### config.mk
export PLATFORM = sky130hd
export DESIGN_NAME = lagd_alarm_core
export DESIGN_NICKNAME = d
export VERILOG_FILES = /design/src/lagd_pkg.sv /design/src/lagd_alarm_core.sv /design/src/lagd_repeat_pacer.sv
export SDC_FILE = /design/constraint.sdc
export NUM_CORES = 1
export LEC_CHECK = 0
export ABC_AREA = 1
export ABC_CLOCK_PERIOD_IN_PS = 3760
export BUFFER_PORTS_ARGS = -buffer_cell sky130_fd_sc_hd__buf_2
export CORE_UTILIZATION = 60
export CTS_CLUSTER_DIAMETER = 150
export DETAILED_ROUTE_END_ITERATION = 7
export GPL_ROUTABILITY_DRIVEN = 0
export MAX_ROUTING_LAYER = met4
export PLACE_DENSITY = 0.79
export REMOVE_ABC_BUFFERS = 1
export SETUP_SLACK_MARGIN = 0.3
export SYNTH_ARGS = -nofsm -noshare
export SYNTH_HDL_FRONTEND = slang
export SYNTH_SLANG_ARGS = --single-unit
export TNS_END_PERCENT = 5
### constraint.sdc
create_clock -name clock -period 3.76 [get_ports clock]
set_input_delay 0.188 -clock clock [delete_from_list [all_inputs] [get_ports clock]]
set_output_delay 0.188 -clock clock [all_outputs]
set_load 0.03 [all_outputs]
### src/lagd_pkg.sv
package lagd_pkg;

  // clock and host port geometry
  localparam int CLOCK_HZ = 20_000_000;
  localparam int ADDR_W = 13;
  localparam int DATA_W = 8;
  localparam logic [12:0] FRAMER_STRIDE = 13'h200;

  // framer-1 register offsets
  localparam logic [12:0] RX_T1_CONTROL_SECOND_OFS = 13'h014;
  localparam logic [12:0] TX_CONTROL_FIRST_OFS = 13'h181;
  localparam logic [12:0] TX_CONTROL_SECOND_OFS = 13'h182;
  localparam logic [12:0] TX_CONTROL_FOURTH_OFS = 13'h186;
  localparam logic [12:0] CI_LATCHED_STATUS_OFS = 13'h1f0;
  localparam logic [12:0] RX_BOC_CONTROL_OFS = 13'h1f1;

  // reset values
  localparam logic [7:0] CTRL_RESET = 8'h00;

  // field positions
  localparam int TX_REMOTE_ALARM_ENABLE_BIT = 0;
  localparam int TX_REMOTE_ALARM_FORMAT_SEL_BIT = 0;
  localparam int AUTO_REMOTE_ALARM_ENABLE_BIT = 1;
  localparam int AUTO_BLUE_ALARM_ENABLE_BIT = 2;
  localparam int TX_REMOTE_ALARM_TYPE_SEL_BIT = 0;
  localparam int RX_REMOTE_ALARM_FORMAT_SEL_BIT = 0;
  localparam int RX_REMOTE_ALARM_INTEGRATION_BIT = 1;
  localparam int RX_BLUE_CI_LATCHED_BIT = 0;
  localparam int RX_YELLOW_CI_LATCHED_BIT = 1;
  localparam int BOC_FILTER_SEL_LO_BIT = 0;
  localparam int BOC_FILTER_SEL_HI_BIT = 1;

  // times as printed, and their cycle counts
  localparam int CRC4_WAIT_MS = 128;
  localparam int RAI_INTEGRATE_MS = 200;
  localparam int BLUE_CI_REPEAT_MS = 1200;
  localparam int YELLOW_CI_REPEAT_MS = 1100;
  localparam int CRC4_WAIT_CYCLES = CLOCK_HZ / 1000 * CRC4_WAIT_MS;
  localparam int RAI_INTEGRATE_CYCLES = CLOCK_HZ / 1000 * RAI_INTEGRATE_MS;
  localparam int BLUE_CI_REPEAT_CYCLES = CLOCK_HZ / 1000 * BLUE_CI_REPEAT_MS;
  localparam int YELLOW_CI_REPEAT_CYCLES =
    CLOCK_HZ / 1000 * YELLOW_CI_REPEAT_MS;
  localparam int TIMER_W = 25;

  // blue-alarm customer-installation signature, bit numbers in a block
  localparam logic [12:0] SIG_BLOCK_BITS = 13'd6176;
  localparam logic [12:0] SIG_ZERO_A = 13'd3088;
  localparam logic [12:0] SIG_ZERO_B = 13'd3474;
  localparam logic [12:0] SIG_ZERO_C = 13'd5790;
  localparam logic [12:0] SIG_GAP_AB = SIG_ZERO_B - SIG_ZERO_A;
  localparam logic [12:0] SIG_GAP_BC = SIG_ZERO_C - SIG_ZERO_B;
  localparam logic [12:0] SIG_GAP_MAX = 13'h1fff;

  // yellow-alarm customer-installation code word, first bit in bit 0
  localparam logic [15:0] YELLOW_CI_CODE = 16'h3eff;
  localparam logic [3:0] BOC_LAST_BIT = 4'hf;

  // consecutive code words needed per filter setting
  localparam logic [3:0] BOC_NEED_0 = 4'h1;
  localparam logic [3:0] BOC_NEED_1 = 4'h3;
  localparam logic [3:0] BOC_NEED_2 = 4'h5;
  localparam logic [3:0] BOC_NEED_3 = 4'h7;

  typedef enum logic [2:0] {
    SIG_HUNT = 3'b001,
    SIG_GAP_ONE = 3'b010,
    SIG_GAP_TWO = 3'b100
  } lagd_sig_state_t;

endpackage : lagd_pkg

### src/lagd_alarm_core.sv
`timescale 1ns/1ns
// Function
// RULE_01 - transmit remote alarm while its enable bit is set
// RULE_02 - format bit picks T1 or J1 transmitted remote alarm
// RULE_03 - in T1 ESF a type bit picks normal or CI remote alarm
// RULE_04 - receive format bit picks T1 or J1 remote alarm criteria
// RULE_05 - E1 auto blue alarm on loss of frame, received AIS or LOS
// RULE_06 - E1 auto remote alarm on same causes or CRC-4 sync timeout
// RULE_07 - host never enables both automatic alarms together
// RULE_08 - blue CI pattern repeats every 1.26 s: ones then signature
// RULE_09 - signature block 6176 bits, zeros at 3088, 3474 and 5790
// RULE_10 - blue CI detection ignores the configured framing format
// RULE_11 - blue CI flag sets only while realtime AIS is asserted
// RULE_12 - blue CI flag re-sets about every 1.2 s while present
// RULE_13 - host clears CI flags after reading and polls alarms too
// RULE_14 - yellow CI: yellow code interleaved with the CI code
// RULE_15 - yellow CI flag sets on CI code while realtime RAI is set
// RULE_16 - yellow CI integration comes from the two BOC filter bits
// RULE_17 - yellow CI flag re-sets about every 1.1 s while present
// RULE_18 - integration bit gives 200 ms ESF remote alarm integration
// RULE_19 - framer n registers sit at framer-1 offset plus (n-1)*200h
// RULE_20 - writing one clears a latched flag until it sets again
// RULE_21 - automatic alarms stop once no cause remains
// RULE_22 - automatic blue alarm replaces transmit data with all ones
module lagd_alarm_core #(
  parameter int FRAMER_INDEX = 1,
  parameter int unsigned CRC4_WAIT = lagd_pkg::CRC4_WAIT_CYCLES,
  parameter int unsigned RAI_INTEGRATE = lagd_pkg::RAI_INTEGRATE_CYCLES,
  parameter int unsigned BLUE_CI_REPEAT = lagd_pkg::BLUE_CI_REPEAT_CYCLES,
  parameter int unsigned YELLOW_CI_REPEAT =
    lagd_pkg::YELLOW_CI_REPEAT_CYCLES
) (
  input wire logic clock,
  input wire logic rst_n,
  input wire logic [12:0] hostAddr,
  input wire logic hostWrEn,
  input wire logic hostRdEn,
  input wire logic [7:0] hostWrData,
  output logic [7:0] hostRdData,
  input wire logic e1Mode,
  input wire logic esfMode,
  input wire logic crc4Enable,
  input wire logic rxFasSync,
  input wire logic rxCrc4MfSync,
  input wire logic rxLossOfFrame,
  input wire logic rxLossOfSignal,
  input wire logic rxBlueAlarmRealtime,
  input wire logic rxYellowRawT1,
  input wire logic rxYellowRawJ1,
  input wire logic rxBit,
  input wire logic rxBitValid,
  input wire logic fdlBit,
  input wire logic fdlBitValid,
  input wire logic txDataIn,
  output logic txData,
  output logic txBlueAlarm,
  output logic txRemoteAlarm,
  output logic txRemoteAlarmJ1,
  output logic txRemoteAlarmCi,
  output logic rxYellowAlarmRealtime,
  output logic rxBlueCiLatched,
  output logic rxYellowCiLatched
);

  localparam logic [12:0] FRAMER_BASE =
    13'((FRAMER_INDEX - 1) * lagd_pkg::FRAMER_STRIDE);
  localparam logic [lagd_pkg::TIMER_W-1:0] CRC4_LAST =
    lagd_pkg::TIMER_W'(CRC4_WAIT - 1);
  localparam logic [lagd_pkg::TIMER_W-1:0] RAI_LAST =
    lagd_pkg::TIMER_W'(RAI_INTEGRATE - 1);

  // ---- host registers ----
  logic [7:0] rxT1Ctrl2_q, rxT1Ctrl2_d;
  logic [7:0] txCtrl1_q, txCtrl1_d;
  logic [7:0] txCtrl2_q, txCtrl2_d;
  logic [7:0] txCtrl4_q, txCtrl4_d;
  logic [1:0] bocCtrl_q, bocCtrl_d;
  logic [7:0] rdData_q, rdData_d;
  logic hitRxT1Ctrl2, hitTxCtrl1, hitTxCtrl2, hitTxCtrl4, hitCi, hitBoc;
  logic clearBlueCi, clearYellowCi;
  logic blueCi_q, blueCi_d, yellowCi_q, yellowCi_d;

  // address decode relative to this framer's window
  always_comb begin
    hitRxT1Ctrl2 = hostAddr ==
      FRAMER_BASE + lagd_pkg::RX_T1_CONTROL_SECOND_OFS; // RULE_19
    hitTxCtrl1 = hostAddr ==
      FRAMER_BASE + lagd_pkg::TX_CONTROL_FIRST_OFS; // RULE_19
    hitTxCtrl2 = hostAddr == FRAMER_BASE + lagd_pkg::TX_CONTROL_SECOND_OFS;
    hitTxCtrl4 = hostAddr == FRAMER_BASE + lagd_pkg::TX_CONTROL_FOURTH_OFS;
    hitCi = hostAddr == FRAMER_BASE + lagd_pkg::CI_LATCHED_STATUS_OFS;
    hitBoc = hostAddr == FRAMER_BASE + lagd_pkg::RX_BOC_CONTROL_OFS;
  end

  // write-one-to-clear strobes for the latched flags
  assign clearBlueCi = hostWrEn && hitCi &&
    hostWrData[lagd_pkg::RX_BLUE_CI_LATCHED_BIT]; // RULE_20
  assign clearYellowCi = hostWrEn && hitCi &&
    hostWrData[lagd_pkg::RX_YELLOW_CI_LATCHED_BIT]; // RULE_20

  // register writes and registered read-back; unmapped reads give zero
  always_comb begin
    rxT1Ctrl2_d = rxT1Ctrl2_q;
    txCtrl1_d = txCtrl1_q;
    txCtrl2_d = txCtrl2_q;
    txCtrl4_d = txCtrl4_q;
    bocCtrl_d = bocCtrl_q;
    rdData_d = rdData_q;
    if (hostWrEn && hitRxT1Ctrl2) begin
      rxT1Ctrl2_d = hostWrData;
    end
    if (hostWrEn && hitTxCtrl1) begin
      txCtrl1_d = hostWrData;
    end
    if (hostWrEn && hitTxCtrl2) begin
      txCtrl2_d = hostWrData;
    end
    if (hostWrEn && hitTxCtrl4) begin
      txCtrl4_d = hostWrData;
    end
    if (hostWrEn && hitBoc) begin
      bocCtrl_d = hostWrData[1:0];
    end
    if (hostRdEn) begin
      rdData_d = 8'h00;
      if (hitRxT1Ctrl2) rdData_d = rxT1Ctrl2_q;
      if (hitTxCtrl1) rdData_d = txCtrl1_q;
      if (hitTxCtrl2) rdData_d = txCtrl2_q;
      if (hitTxCtrl4) rdData_d = txCtrl4_q;
      if (hitBoc) rdData_d = {6'h00, bocCtrl_q};
      if (hitCi) rdData_d = {6'h00, yellowCi_q, blueCi_q};
    end
  end

  always_ff @(posedge clock) begin
    if (!rst_n) begin
      rxT1Ctrl2_q <= lagd_pkg::CTRL_RESET;
      txCtrl1_q <= lagd_pkg::CTRL_RESET;
      txCtrl2_q <= lagd_pkg::CTRL_RESET;
      txCtrl4_q <= lagd_pkg::CTRL_RESET;
      bocCtrl_q <= 2'h0;
      rdData_q <= 8'h00;
    end else begin
      rxT1Ctrl2_q <= rxT1Ctrl2_d;
      txCtrl1_q <= txCtrl1_d;
      txCtrl2_q <= txCtrl2_d;
      txCtrl4_q <= txCtrl4_d;
      bocCtrl_q <= bocCtrl_d;
      rdData_q <= rdData_d;
    end
  end

  // ---- E1 CRC-4 multiframe search timer ----
  logic [lagd_pkg::TIMER_W-1:0] crcCnt_q, crcCnt_d;
  logic crcFail_q, crcFail_d;

  // counts from FAS sync; a failure stands until multiframe sync or FAS loss
  always_comb begin
    crcCnt_d = '0;
    crcFail_d = 1'b0;
    if (e1Mode && crc4Enable && rxFasSync && !rxCrc4MfSync) begin
      crcCnt_d = crcCnt_q;
      crcFail_d = crcFail_q;
      if (crcCnt_q == CRC4_LAST) begin
        crcFail_d = 1'b1; // RULE_06
      end else begin
        crcCnt_d = crcCnt_q + 1'b1;
      end
    end
  end

  always_ff @(posedge clock) begin
    if (!rst_n) begin
      crcCnt_q <= '0;
      crcFail_q <= 1'b0;
    end else begin
      crcCnt_q <= crcCnt_d;
      crcFail_q <= crcFail_d;
    end
  end

  // ---- transmit alarm selection ----
  logic rxCause, autoBlue, autoRemote;
  logic txData_d, txBlue_d, txRemote_d, txJ1_d, txCi_d;
  logic txData_q, txBlue_q, txRemote_q, txJ1_q, txCi_q;

  // automatic alarms follow their causes level by level, so they drop the
  // cycle after the last cause goes; blue wins if both are misconfigured
  always_comb begin
    rxCause = rxLossOfFrame || rxBlueAlarmRealtime || rxLossOfSignal;
    autoBlue = e1Mode && rxCause &&
      txCtrl2_q[lagd_pkg::AUTO_BLUE_ALARM_ENABLE_BIT]; // RULE_05 RULE_21
    autoRemote = e1Mode && !autoBlue && // RULE_07
      txCtrl2_q[lagd_pkg::AUTO_REMOTE_ALARM_ENABLE_BIT] &&
      (rxCause || crcFail_q); // RULE_06 RULE_21
    txBlue_d = autoBlue;
    txData_d = autoBlue ? 1'b1 : txDataIn; // RULE_22
    txRemote_d = txCtrl1_q[lagd_pkg::TX_REMOTE_ALARM_ENABLE_BIT] ||
      autoRemote; // RULE_01
    txJ1_d = !e1Mode &&
      txCtrl2_q[lagd_pkg::TX_REMOTE_ALARM_FORMAT_SEL_BIT]; // RULE_02
    txCi_d = !e1Mode && esfMode &&
      txCtrl4_q[lagd_pkg::TX_REMOTE_ALARM_TYPE_SEL_BIT]; // RULE_03
  end

  always_ff @(posedge clock) begin
    if (!rst_n) begin
      txData_q <= 1'b1;
      txBlue_q <= 1'b0;
      txRemote_q <= 1'b0;
      txJ1_q <= 1'b0;
      txCi_q <= 1'b0;
    end else begin
      txData_q <= txData_d;
      txBlue_q <= txBlue_d;
      txRemote_q <= txRemote_d;
      txJ1_q <= txJ1_d;
      txCi_q <= txCi_d;
    end
  end

  // ---- receive remote alarm criteria and integration ----
  logic yellowRaw;
  logic [lagd_pkg::TIMER_W-1:0] intCnt_q, intCnt_d;
  logic yellowRt_q, yellowRt_d;

  // the raw indication must stand unbroken for the whole integration span
  always_comb begin
    yellowRaw = rxT1Ctrl2_q[lagd_pkg::RX_REMOTE_ALARM_FORMAT_SEL_BIT] ?
      rxYellowRawJ1 : rxYellowRawT1; // RULE_04
    intCnt_d = '0;
    yellowRt_d = yellowRaw;
    if (esfMode &&
        rxT1Ctrl2_q[lagd_pkg::RX_REMOTE_ALARM_INTEGRATION_BIT]) begin
      yellowRt_d = 1'b0;
      if (yellowRaw) begin
        intCnt_d = intCnt_q;
        if (intCnt_q == RAI_LAST) begin
          yellowRt_d = 1'b1; // RULE_18
        end else begin
          intCnt_d = intCnt_q + 1'b1;
        end
      end
    end
  end

  always_ff @(posedge clock) begin
    if (!rst_n) begin
      intCnt_q <= '0;
      yellowRt_q <= 1'b0;
    end else begin
      intCnt_q <= intCnt_d;
      yellowRt_q <= yellowRt_d;
    end
  end

  // ---- blue CI signature tracker on the raw receive bits ----
  lagd_pkg::lagd_sig_state_t sig_q, sig_d;
  logic [12:0] gapCnt_q, gapCnt_d;
  logic [12:0] gapNow;
  logic sigFound_q, sigFound_d;

  // framing is never consulted, so any T1 format works; a zero at the
  // wrong spacing simply becomes the new first-zero candidate
  always_comb begin
    sig_d = sig_q;
    gapCnt_d = gapCnt_q;
    sigFound_d = 1'b0;
    gapNow = gapCnt_q + 13'h1;
    if (rxBitValid) begin // RULE_10
      if (rxBit) begin
        if (gapCnt_q == lagd_pkg::SIG_GAP_MAX) begin
          sig_d = lagd_pkg::SIG_HUNT;
        end else begin
          gapCnt_d = gapNow;
        end
      end else begin
        gapCnt_d = 13'h0;
        case (sig_q)
          lagd_pkg::SIG_HUNT: begin
            sig_d = lagd_pkg::SIG_GAP_ONE;
          end
          lagd_pkg::SIG_GAP_ONE: begin
            if (gapNow == lagd_pkg::SIG_GAP_AB) begin
              sig_d = lagd_pkg::SIG_GAP_TWO; // RULE_09
            end
          end
          lagd_pkg::SIG_GAP_TWO: begin
            sig_d = lagd_pkg::SIG_GAP_ONE;
            if (gapNow == lagd_pkg::SIG_GAP_BC) begin
              sigFound_d = 1'b1; // RULE_08 RULE_09
            end
          end
          default: begin
            sig_d = lagd_pkg::SIG_HUNT;
          end
        endcase
      end
    end
  end

  always_ff @(posedge clock) begin
    if (!rst_n) begin
      sig_q <= lagd_pkg::SIG_HUNT;
      gapCnt_q <= 13'h0;
      sigFound_q <= 1'b0;
    end else begin
      sig_q <= sig_d;
      gapCnt_q <= gapCnt_d;
      sigFound_q <= sigFound_d;
    end
  end

  // ---- yellow CI code word detector on the data link ----
  logic [15:0] boc_q, boc_d;
  logic [15:0] bocNext;
  logic [3:0] bocBit_q, bocBit_d;
  logic bocAligned_q, bocAligned_d;
  logic [3:0] bocRun_q, bocRun_d;
  logic [3:0] bocNeed;
  logic yellowCiSeen;

  // a word-aligned run of CI code words is the integration; one bad word
  // drops alignment and restarts the run
  always_comb begin
    bocNext = {fdlBit, boc_q[15:1]};
    boc_d = boc_q;
    bocBit_d = bocBit_q;
    bocAligned_d = bocAligned_q;
    bocRun_d = bocRun_q;
    case (bocCtrl_q) // RULE_16
      2'h0: bocNeed = lagd_pkg::BOC_NEED_0;
      2'h1: bocNeed = lagd_pkg::BOC_NEED_1;
      2'h2: bocNeed = lagd_pkg::BOC_NEED_2;
      default: bocNeed = lagd_pkg::BOC_NEED_3;
    endcase
    if (fdlBitValid && esfMode && !e1Mode) begin
      boc_d = bocNext;
      bocBit_d = bocBit_q + 4'h1;
      if (!bocAligned_q) begin
        if (bocNext == lagd_pkg::YELLOW_CI_CODE) begin // RULE_14
          bocAligned_d = 1'b1;
          bocBit_d = 4'h0;
          bocRun_d = 4'h1;
        end
      end else if (bocBit_q == lagd_pkg::BOC_LAST_BIT) begin
        if (bocNext == lagd_pkg::YELLOW_CI_CODE) begin
          if (bocRun_q != 4'hf) bocRun_d = bocRun_q + 4'h1;
        end else begin
          bocAligned_d = 1'b0;
          bocRun_d = 4'h0;
        end
      end
    end
    yellowCiSeen = bocAligned_q && (bocRun_q >= bocNeed); // RULE_16
  end

  always_ff @(posedge clock) begin
    if (!rst_n) begin
      boc_q <= 16'h0000;
      bocBit_q <= 4'h0;
      bocAligned_q <= 1'b0;
      bocRun_q <= 4'h0;
    end else begin
      boc_q <= boc_d;
      bocBit_q <= bocBit_d;
      bocAligned_q <= bocAligned_d;
      bocRun_q <= bocRun_d;
    end
  end

  // ---- latched CI flags with paced re-set ----
  logic blueFire, yellowFire;

  lagd_repeat_pacer #(
    .HOLD_CYCLES(BLUE_CI_REPEAT)
  ) u_blue_pacer (
    .clock(clock),
    .rst_n(rst_n),
    .trigger(sigFound_q && rxBlueAlarmRealtime), // RULE_11
    .fire(blueFire)
  );

  lagd_repeat_pacer #(
    .HOLD_CYCLES(YELLOW_CI_REPEAT)
  ) u_yellow_pacer (
    .clock(clock),
    .rst_n(rst_n),
    .trigger(yellowCiSeen && yellowRt_q), // RULE_15
    .fire(yellowFire)
  );

  // a set in the same cycle as a host clear wins, so no event is lost
  always_comb begin
    blueCi_d = blueFire || (blueCi_q && !clearBlueCi); // RULE_12 RULE_20
    yellowCi_d = yellowFire ||
      (yellowCi_q && !clearYellowCi); // RULE_17 RULE_20
  end

  always_ff @(posedge clock) begin
    if (!rst_n) begin
      blueCi_q <= 1'b0;
      yellowCi_q <= 1'b0;
    end else begin
      blueCi_q <= blueCi_d;
      yellowCi_q <= yellowCi_d;
    end
  end

  assign hostRdData = rdData_q;
  assign txData = txData_q;
  assign txBlueAlarm = txBlue_q;
  assign txRemoteAlarm = txRemote_q;
  assign txRemoteAlarmJ1 = txJ1_q;
  assign txRemoteAlarmCi = txCi_q;
  assign rxYellowAlarmRealtime = yellowRt_q;
  assign rxBlueCiLatched = blueCi_q;
  assign rxYellowCiLatched = yellowCi_q;

endmodule : lagd_alarm_core

### src/lagd_repeat_pacer.sv
`timescale 1ns/1ns
module lagd_repeat_pacer #(
  parameter int unsigned HOLD_CYCLES = 1000
) (
  input wire logic clock,
  input wire logic rst_n,
  input wire logic trigger,
  output logic fire
);

  localparam logic [lagd_pkg::TIMER_W-1:0] HOLD_LOAD =
    lagd_pkg::TIMER_W'(HOLD_CYCLES - 1);

  logic [lagd_pkg::TIMER_W-1:0] hold_q;
  logic [lagd_pkg::TIMER_W-1:0] hold_d;
  logic fire_q;
  logic fire_d;

  // one fire per holdoff window, so a standing condition re-sets the flag
  // at a steady rate instead of every detection
  always_comb begin
    hold_d = hold_q;
    fire_d = 1'b0;
    if (hold_q != '0) begin
      hold_d = hold_q - 1'b1;
    end else if (trigger) begin
      fire_d = 1'b1;
      hold_d = HOLD_LOAD;
    end
  end

  always_ff @(posedge clock) begin
    if (!rst_n) begin
      hold_q <= '0;
      fire_q <= 1'b0;
    end else begin
      hold_q <= hold_d;
      fire_q <= fire_d;
    end
  end

  assign fire = fire_q;

endmodule : lagd_repeat_pacer

==> run summary <==
The number of warnings issued by yosys is 0. The endpoint of the worst register-to-register path was u_blue_pacer.hold_q[17]. The die covers 0.0172 mm². Across the run, the number of max-cap violations was 0. Counting every instance in the synthesized netlist gives 1408. Overall routing resource usage: 27.5%.

Synthesis inferred 194 register bits. Along the worst path, the maximum fanout reaches 14. For the final routed database, the setup TNS stands at 0 ns. Class of the tightest hold or removal check: in -> reg.

The number of routed nets with antenna violations was 0. The logs give 194 for the clock net sink count and 29.1% for the clock network fraction of design power. The logs give 9111 for the total via count in the routed design and 1508 for the net count of the finished layout. The run gives 22300 µm as the routed wire length. Setup repair after global routing left no endpoint under its margin.

Number of buffers and inverters on the critical path: 1. On the critical path, the stage with the largest delay is an instance of sky130_fd_sc_hd__nor2_2. Post-CTS timing repair inserted 0 buffers for setup. The number of enable-type register cells in the synthesized netlist was 0.

STA classifies the critical path endpoint as a flip-flop. The number of antenna violations at the first check in global routing was 0. The final cycle utilization of the critical path was 65.2%; the number of cells on the worst hold path was 3. The cell family contributing the most delay on the critical path is simple AND/OR/NAND/NOR gates. The share of total power dissipated in sequential elements is 38.6%.

TritonCTS built the clock tree. Entering global routing, the biggest net connects 64 pins. Yosys mapped the design onto 55 distinct sky130hd cell types. The die is 131 µm tall. In the final layout, the multi-input gates occupy 0.00526 mm². The startpoint class of the critical path is a flip-flop. The delay contributed by the slowest stage of the critical path came out at 0.70 ns. Once layout is done, the placed cells without fillers occupy 0.0111 mm². Of the cells placed in the final design, the portion with a size suffix greater than 1 is 12.7%. The minimum period implied by the final worst setup slack came out at 2.45 ns. Fill cells in the final layout number 1384. For this run the aggregate overflow at the end of global routing stands at 0.

The number of cell rows was 46; the slew of the pin with the lowest slew margin was 0.771 ns. The logs give 0.00643 W for the overall power of the completed layout and 0.00235 W for the net switching power figure. The run gives 62.2% as the initial cell density of the core.

Part of the power in combinational logic: 32.4%. Summing all flip-flop and latch instances after layout gives 0.00388 mm². The run gives 0.408 GHz as the maximum frequency from static timing analysis. Number of cell instances on the worst register-to-register path: 7. Wire length per cell: 13.2 µm. The critical path is of the reg -> reg type. For flop-to-flop paths, the worst setup slack is 1.31 ns.

The source-to-sink clock delay at the later pin of the worst-skew pair is 0.43 ns. The worst hold path terminates at txCtrl4_q[6]. Net switching is 36.5% of the power. The tools report the final hold violation count as 0. The run gives 4 as the H-tree depth reported by CTS. The tools report the start point of the worst hold path as hostWrData[6]. Clock-pin slew was measured on the worst setup and hold paths at 0.07 ns.

Final clock skew: 0.00713 ns. TritonCTS created 17 clock buffers. The total power per unit cell area was 581 mW/mm². In this run the tightest slew margin relative to its limit is 48.4%. Core footprint: 0.0161 mm². Traced cell by cell, the critical path runs through inv_1 -> ha_1 -> nand2_1 -> nor2_2 -> nand4_1 -> nor2_2 -> a311oi_1.

For the sequential cell area fraction in the yosys report, the log shows 38.7%. Setup violations remaining at the end of the flow were counted as 0. The number of global-route vias before repair is 8542. The worst path meets setup with 1.31 ns of slack. During I/O placement, the number of pins put on the boundary was 56. The tree is rooted in a sky130_fd_sc_hd__clkbuf_16. The run gives 7 as the first-pass detailed-route iteration total. In the synthesized netlist the async set-or-reset flop fraction comes to 0%. The tools report the final design utilization as 68.7%.

For the number of remaining DRC errors, the log shows 0. Internal power summed over all cells: 0.00409 W. Using the TritonRoute via totals, the vias-per-cell ratio works out to 5.41. The first global-routing pass estimated 38400 µm of wire.

The HPWL after detailed placement is 15800 µm. The count of buffers added on input and output ports is 55. The most frequent cell on the critical path is sky130_fd_sc_hd__nor2_2. The number of antenna diodes in the final layout is 0.

VDD sags by at most 511 µV. At the worst endpoint, the arrival time is 2.73 ns. The layout-stage area growth over the synthesis result works out to 10.4%. The worst register-to-register path begins at u_blue_pacer.hold_q[0].

The tools report the placed standard-cell area as 0.0104 mm². The max-slew violation count was 0; the worst setup timing slack at the placement stage was 1.35 ns. STA puts the critical path data required time at 4.04 ns. The cell area that synthesis handed to floorplanning was 0.0100 mm².

The number of DRC markers in iteration 0 is 590. The longest clock path from root to sink contains 2 buffers. For this run, the leading register cell type out of synthesis is sky130_fd_sc_hd__dfxtp_1. The flow ran to the end, and the final reports show no timing, DRC or antenna violations. The horizontal die dimension works out to 131 µm. For this design the static power due to leakage is 4.34 nW. The average instance area after synthesis was 7.12 µm².
-- through the flow --
| stage | hold WS, ns | instances |
|---|---|---|
| after floorplan | 0.266 | 1379 |
| final | 0.0482 | 1685 |
| after detailed placement | 0.422 | 1652 |
| after CTS | 0.0363 | 1685 |
| after global placement | 0.423 | 1652 |
| after global routing | 0.0413 | 1685 |
-- Yosys cell counts, types with 4 or more instances --
library cell,n,area (µm²)
sky130_fd_sc_hd__nand2_2,14,87.6
sky130_fd_sc_hd__dfxtp_1,194,3880
sky130_fd_sc_hd__inv_2,9,33.8
sky130_fd_sc_hd__nand3_1,82,410
sky130_fd_sc_hd__nor2_2,17,106
sky130_fd_sc_hd__a21oi_1,112,561
sky130_fd_sc_hd__nand2_1,246,923
sky130_fd_sc_hd__nor3_1,35,175
sky130_fd_sc_hd__xnor2_1,17,149
sky130_fd_sc_hd__inv_1,186,698
sky130_fd_sc_hd__nor4_1,9,56.3
sky130_fd_sc_hd__o21ai_0,83,415
sky130_fd_sc_hd__clkbuf_1,16,60.1
sky130_fd_sc_hd__nor2_1,168,631
sky130_fd_sc_hd__o21ai_1,9,45.0
sky130_fd_sc_hd__a211oi_1,9,67.6
sky130_fd_sc_hd__xor2_1,23,201
sky130_fd_sc_hd__a31oi_1,8,50.1
sky130_fd_sc_hd__nor3_2,6,60.1
sky130_fd_sc_hd__nor3b_1,8,60.1
sky130_fd_sc_hd__nand3_2,8,80.1
sky130_fd_sc_hd__or2_2,15,93.8
sky130_fd_sc_hd__nor2_4,9,101
sky130_fd_sc_hd__a311oi_1,12,105
sky130_fd_sc_hd__ha_1,11,138
sky130_fd_sc_hd__buf_2,7,35.0
sky130_fd_sc_hd__nand4_1,42,263
sky130_fd_sc_hd__o21a_1,4,30.0
-- worst max path at each step --
stage	startpoint	end	depth (start not counted)
floorplan	u_blue_pacer.hold_q[0]	u_blue_pacer.hold_q[12]	7
global placement	u_blue_pacer.hold_q[0]	u_blue_pacer.hold_q[22]	7
detailed placement	u_blue_pacer.hold_q[0]	u_blue_pacer.hold_q[17]	7
CTS	u_blue_pacer.hold_q[0]	u_blue_pacer.hold_q[17]	7
global route	u_blue_pacer.hold_q[0]	u_blue_pacer.hold_q[5]	7
finish	u_blue_pacer.hold_q[0]	u_blue_pacer.hold_q[17]	7
-- cells in the final DEF, fill, tap and decap left out, drive strengths merged, types with 4 or more instances in the layout --
master and count:
nand3 92, buf 57, o21a 4, nand2 261, clkinv 6, nor4 13
a311oi 12, nor3b 10, o21ai 93, nand4 44, a211oi 9, dfxtp 194
a21oi 115, nor2 196, ha 11, nor3 44, or2 18, xor2 23
clkbuf 20, inv 197, a31oi 8, xnor2 17
-- worst reg2reg max path, cell delays in order (launching register included) --
cell and delay [ns]:
sky130_fd_sc_hd__dfxtp_1 0.33, sky130_fd_sc_hd__inv_1 0.11, sky130_fd_sc_hd__ha_1 0.24, sky130_fd_sc_hd__nand2_1 0.14
sky130_fd_sc_hd__nor2_2 0.16, sky130_fd_sc_hd__nand4_1 0.51, sky130_fd_sc_hd__nor2_2 0.70, sky130_fd_sc_hd__a311oi_1 0.10
-- kinds of logic after synthesis --
logic type | after synthesis | share of synthesized area (%)
compound gates | 250 | 13.7
xor+xnor | 40 | 3.49
fa+ha+maj | 11 | 1.37
buf+inv | 227 | 8.86
simple gates | 686 | 33.8
flops | 194 | 38.7
-- state kept, by name, indices dropped and copies added (netlist names), 3 cells and up --
signal	cells
bocRun_q	4
boc_q	15
gapCnt_q	13
u_blue_pacer.hold_q	25
crcCnt_q	25
txCtrl2_q	8
sig_q	3
rxT1Ctrl2_q	8
u_yellow_pacer.hold_q	25
hostRdData	8
txCtrl1_q	8
bocBit_q	4
intCnt_q	25
txCtrl4_q	8
-- power groups by stage --
stage / clock network, W / registers (W) / logic, W
after floorplan: 0 / 0.00247 / 0.00162
after global placement: 0 / 0.00251 / 0.00198
after detailed placement: 0 / 0.00251 / 0.00202
after CTS: 0.00190 / 0.00247 / 0.00206
after global routing: 0.00198 / 0.00251 / 0.00238
final: 0.00187 / 0.00248 / 0.00208
-- per-layer routing --
metal	vias up	share of wire, %	track usage (%)
met5	-	0	-
met4	0	1.3	8.66
met3	35	3.8	4.59
met2	203	48	45.6
met1	4152	47	34.3
li1	4721	-	-
-- timing repair --
item | in CTS | in global routing
hold buffers | 2 | 0
hold endpoints to repair | 2 | 0
resized for setup | 0 | 0
-- area by class of cell --
class | instances | area share (%)
Clock buffer | 20 | 4.12
Clock inverter | 11 | 1.38
Inverter | 198 | 6.72
Multi-Input combinational cell | 987 | 47.5
Sequential cell | 194 | 35.1
Tap cell | 216 | 2.44
Timing Repair Buffer | 59 | 2.80
No activity file was read; power rests on OpenSTA's default activity.
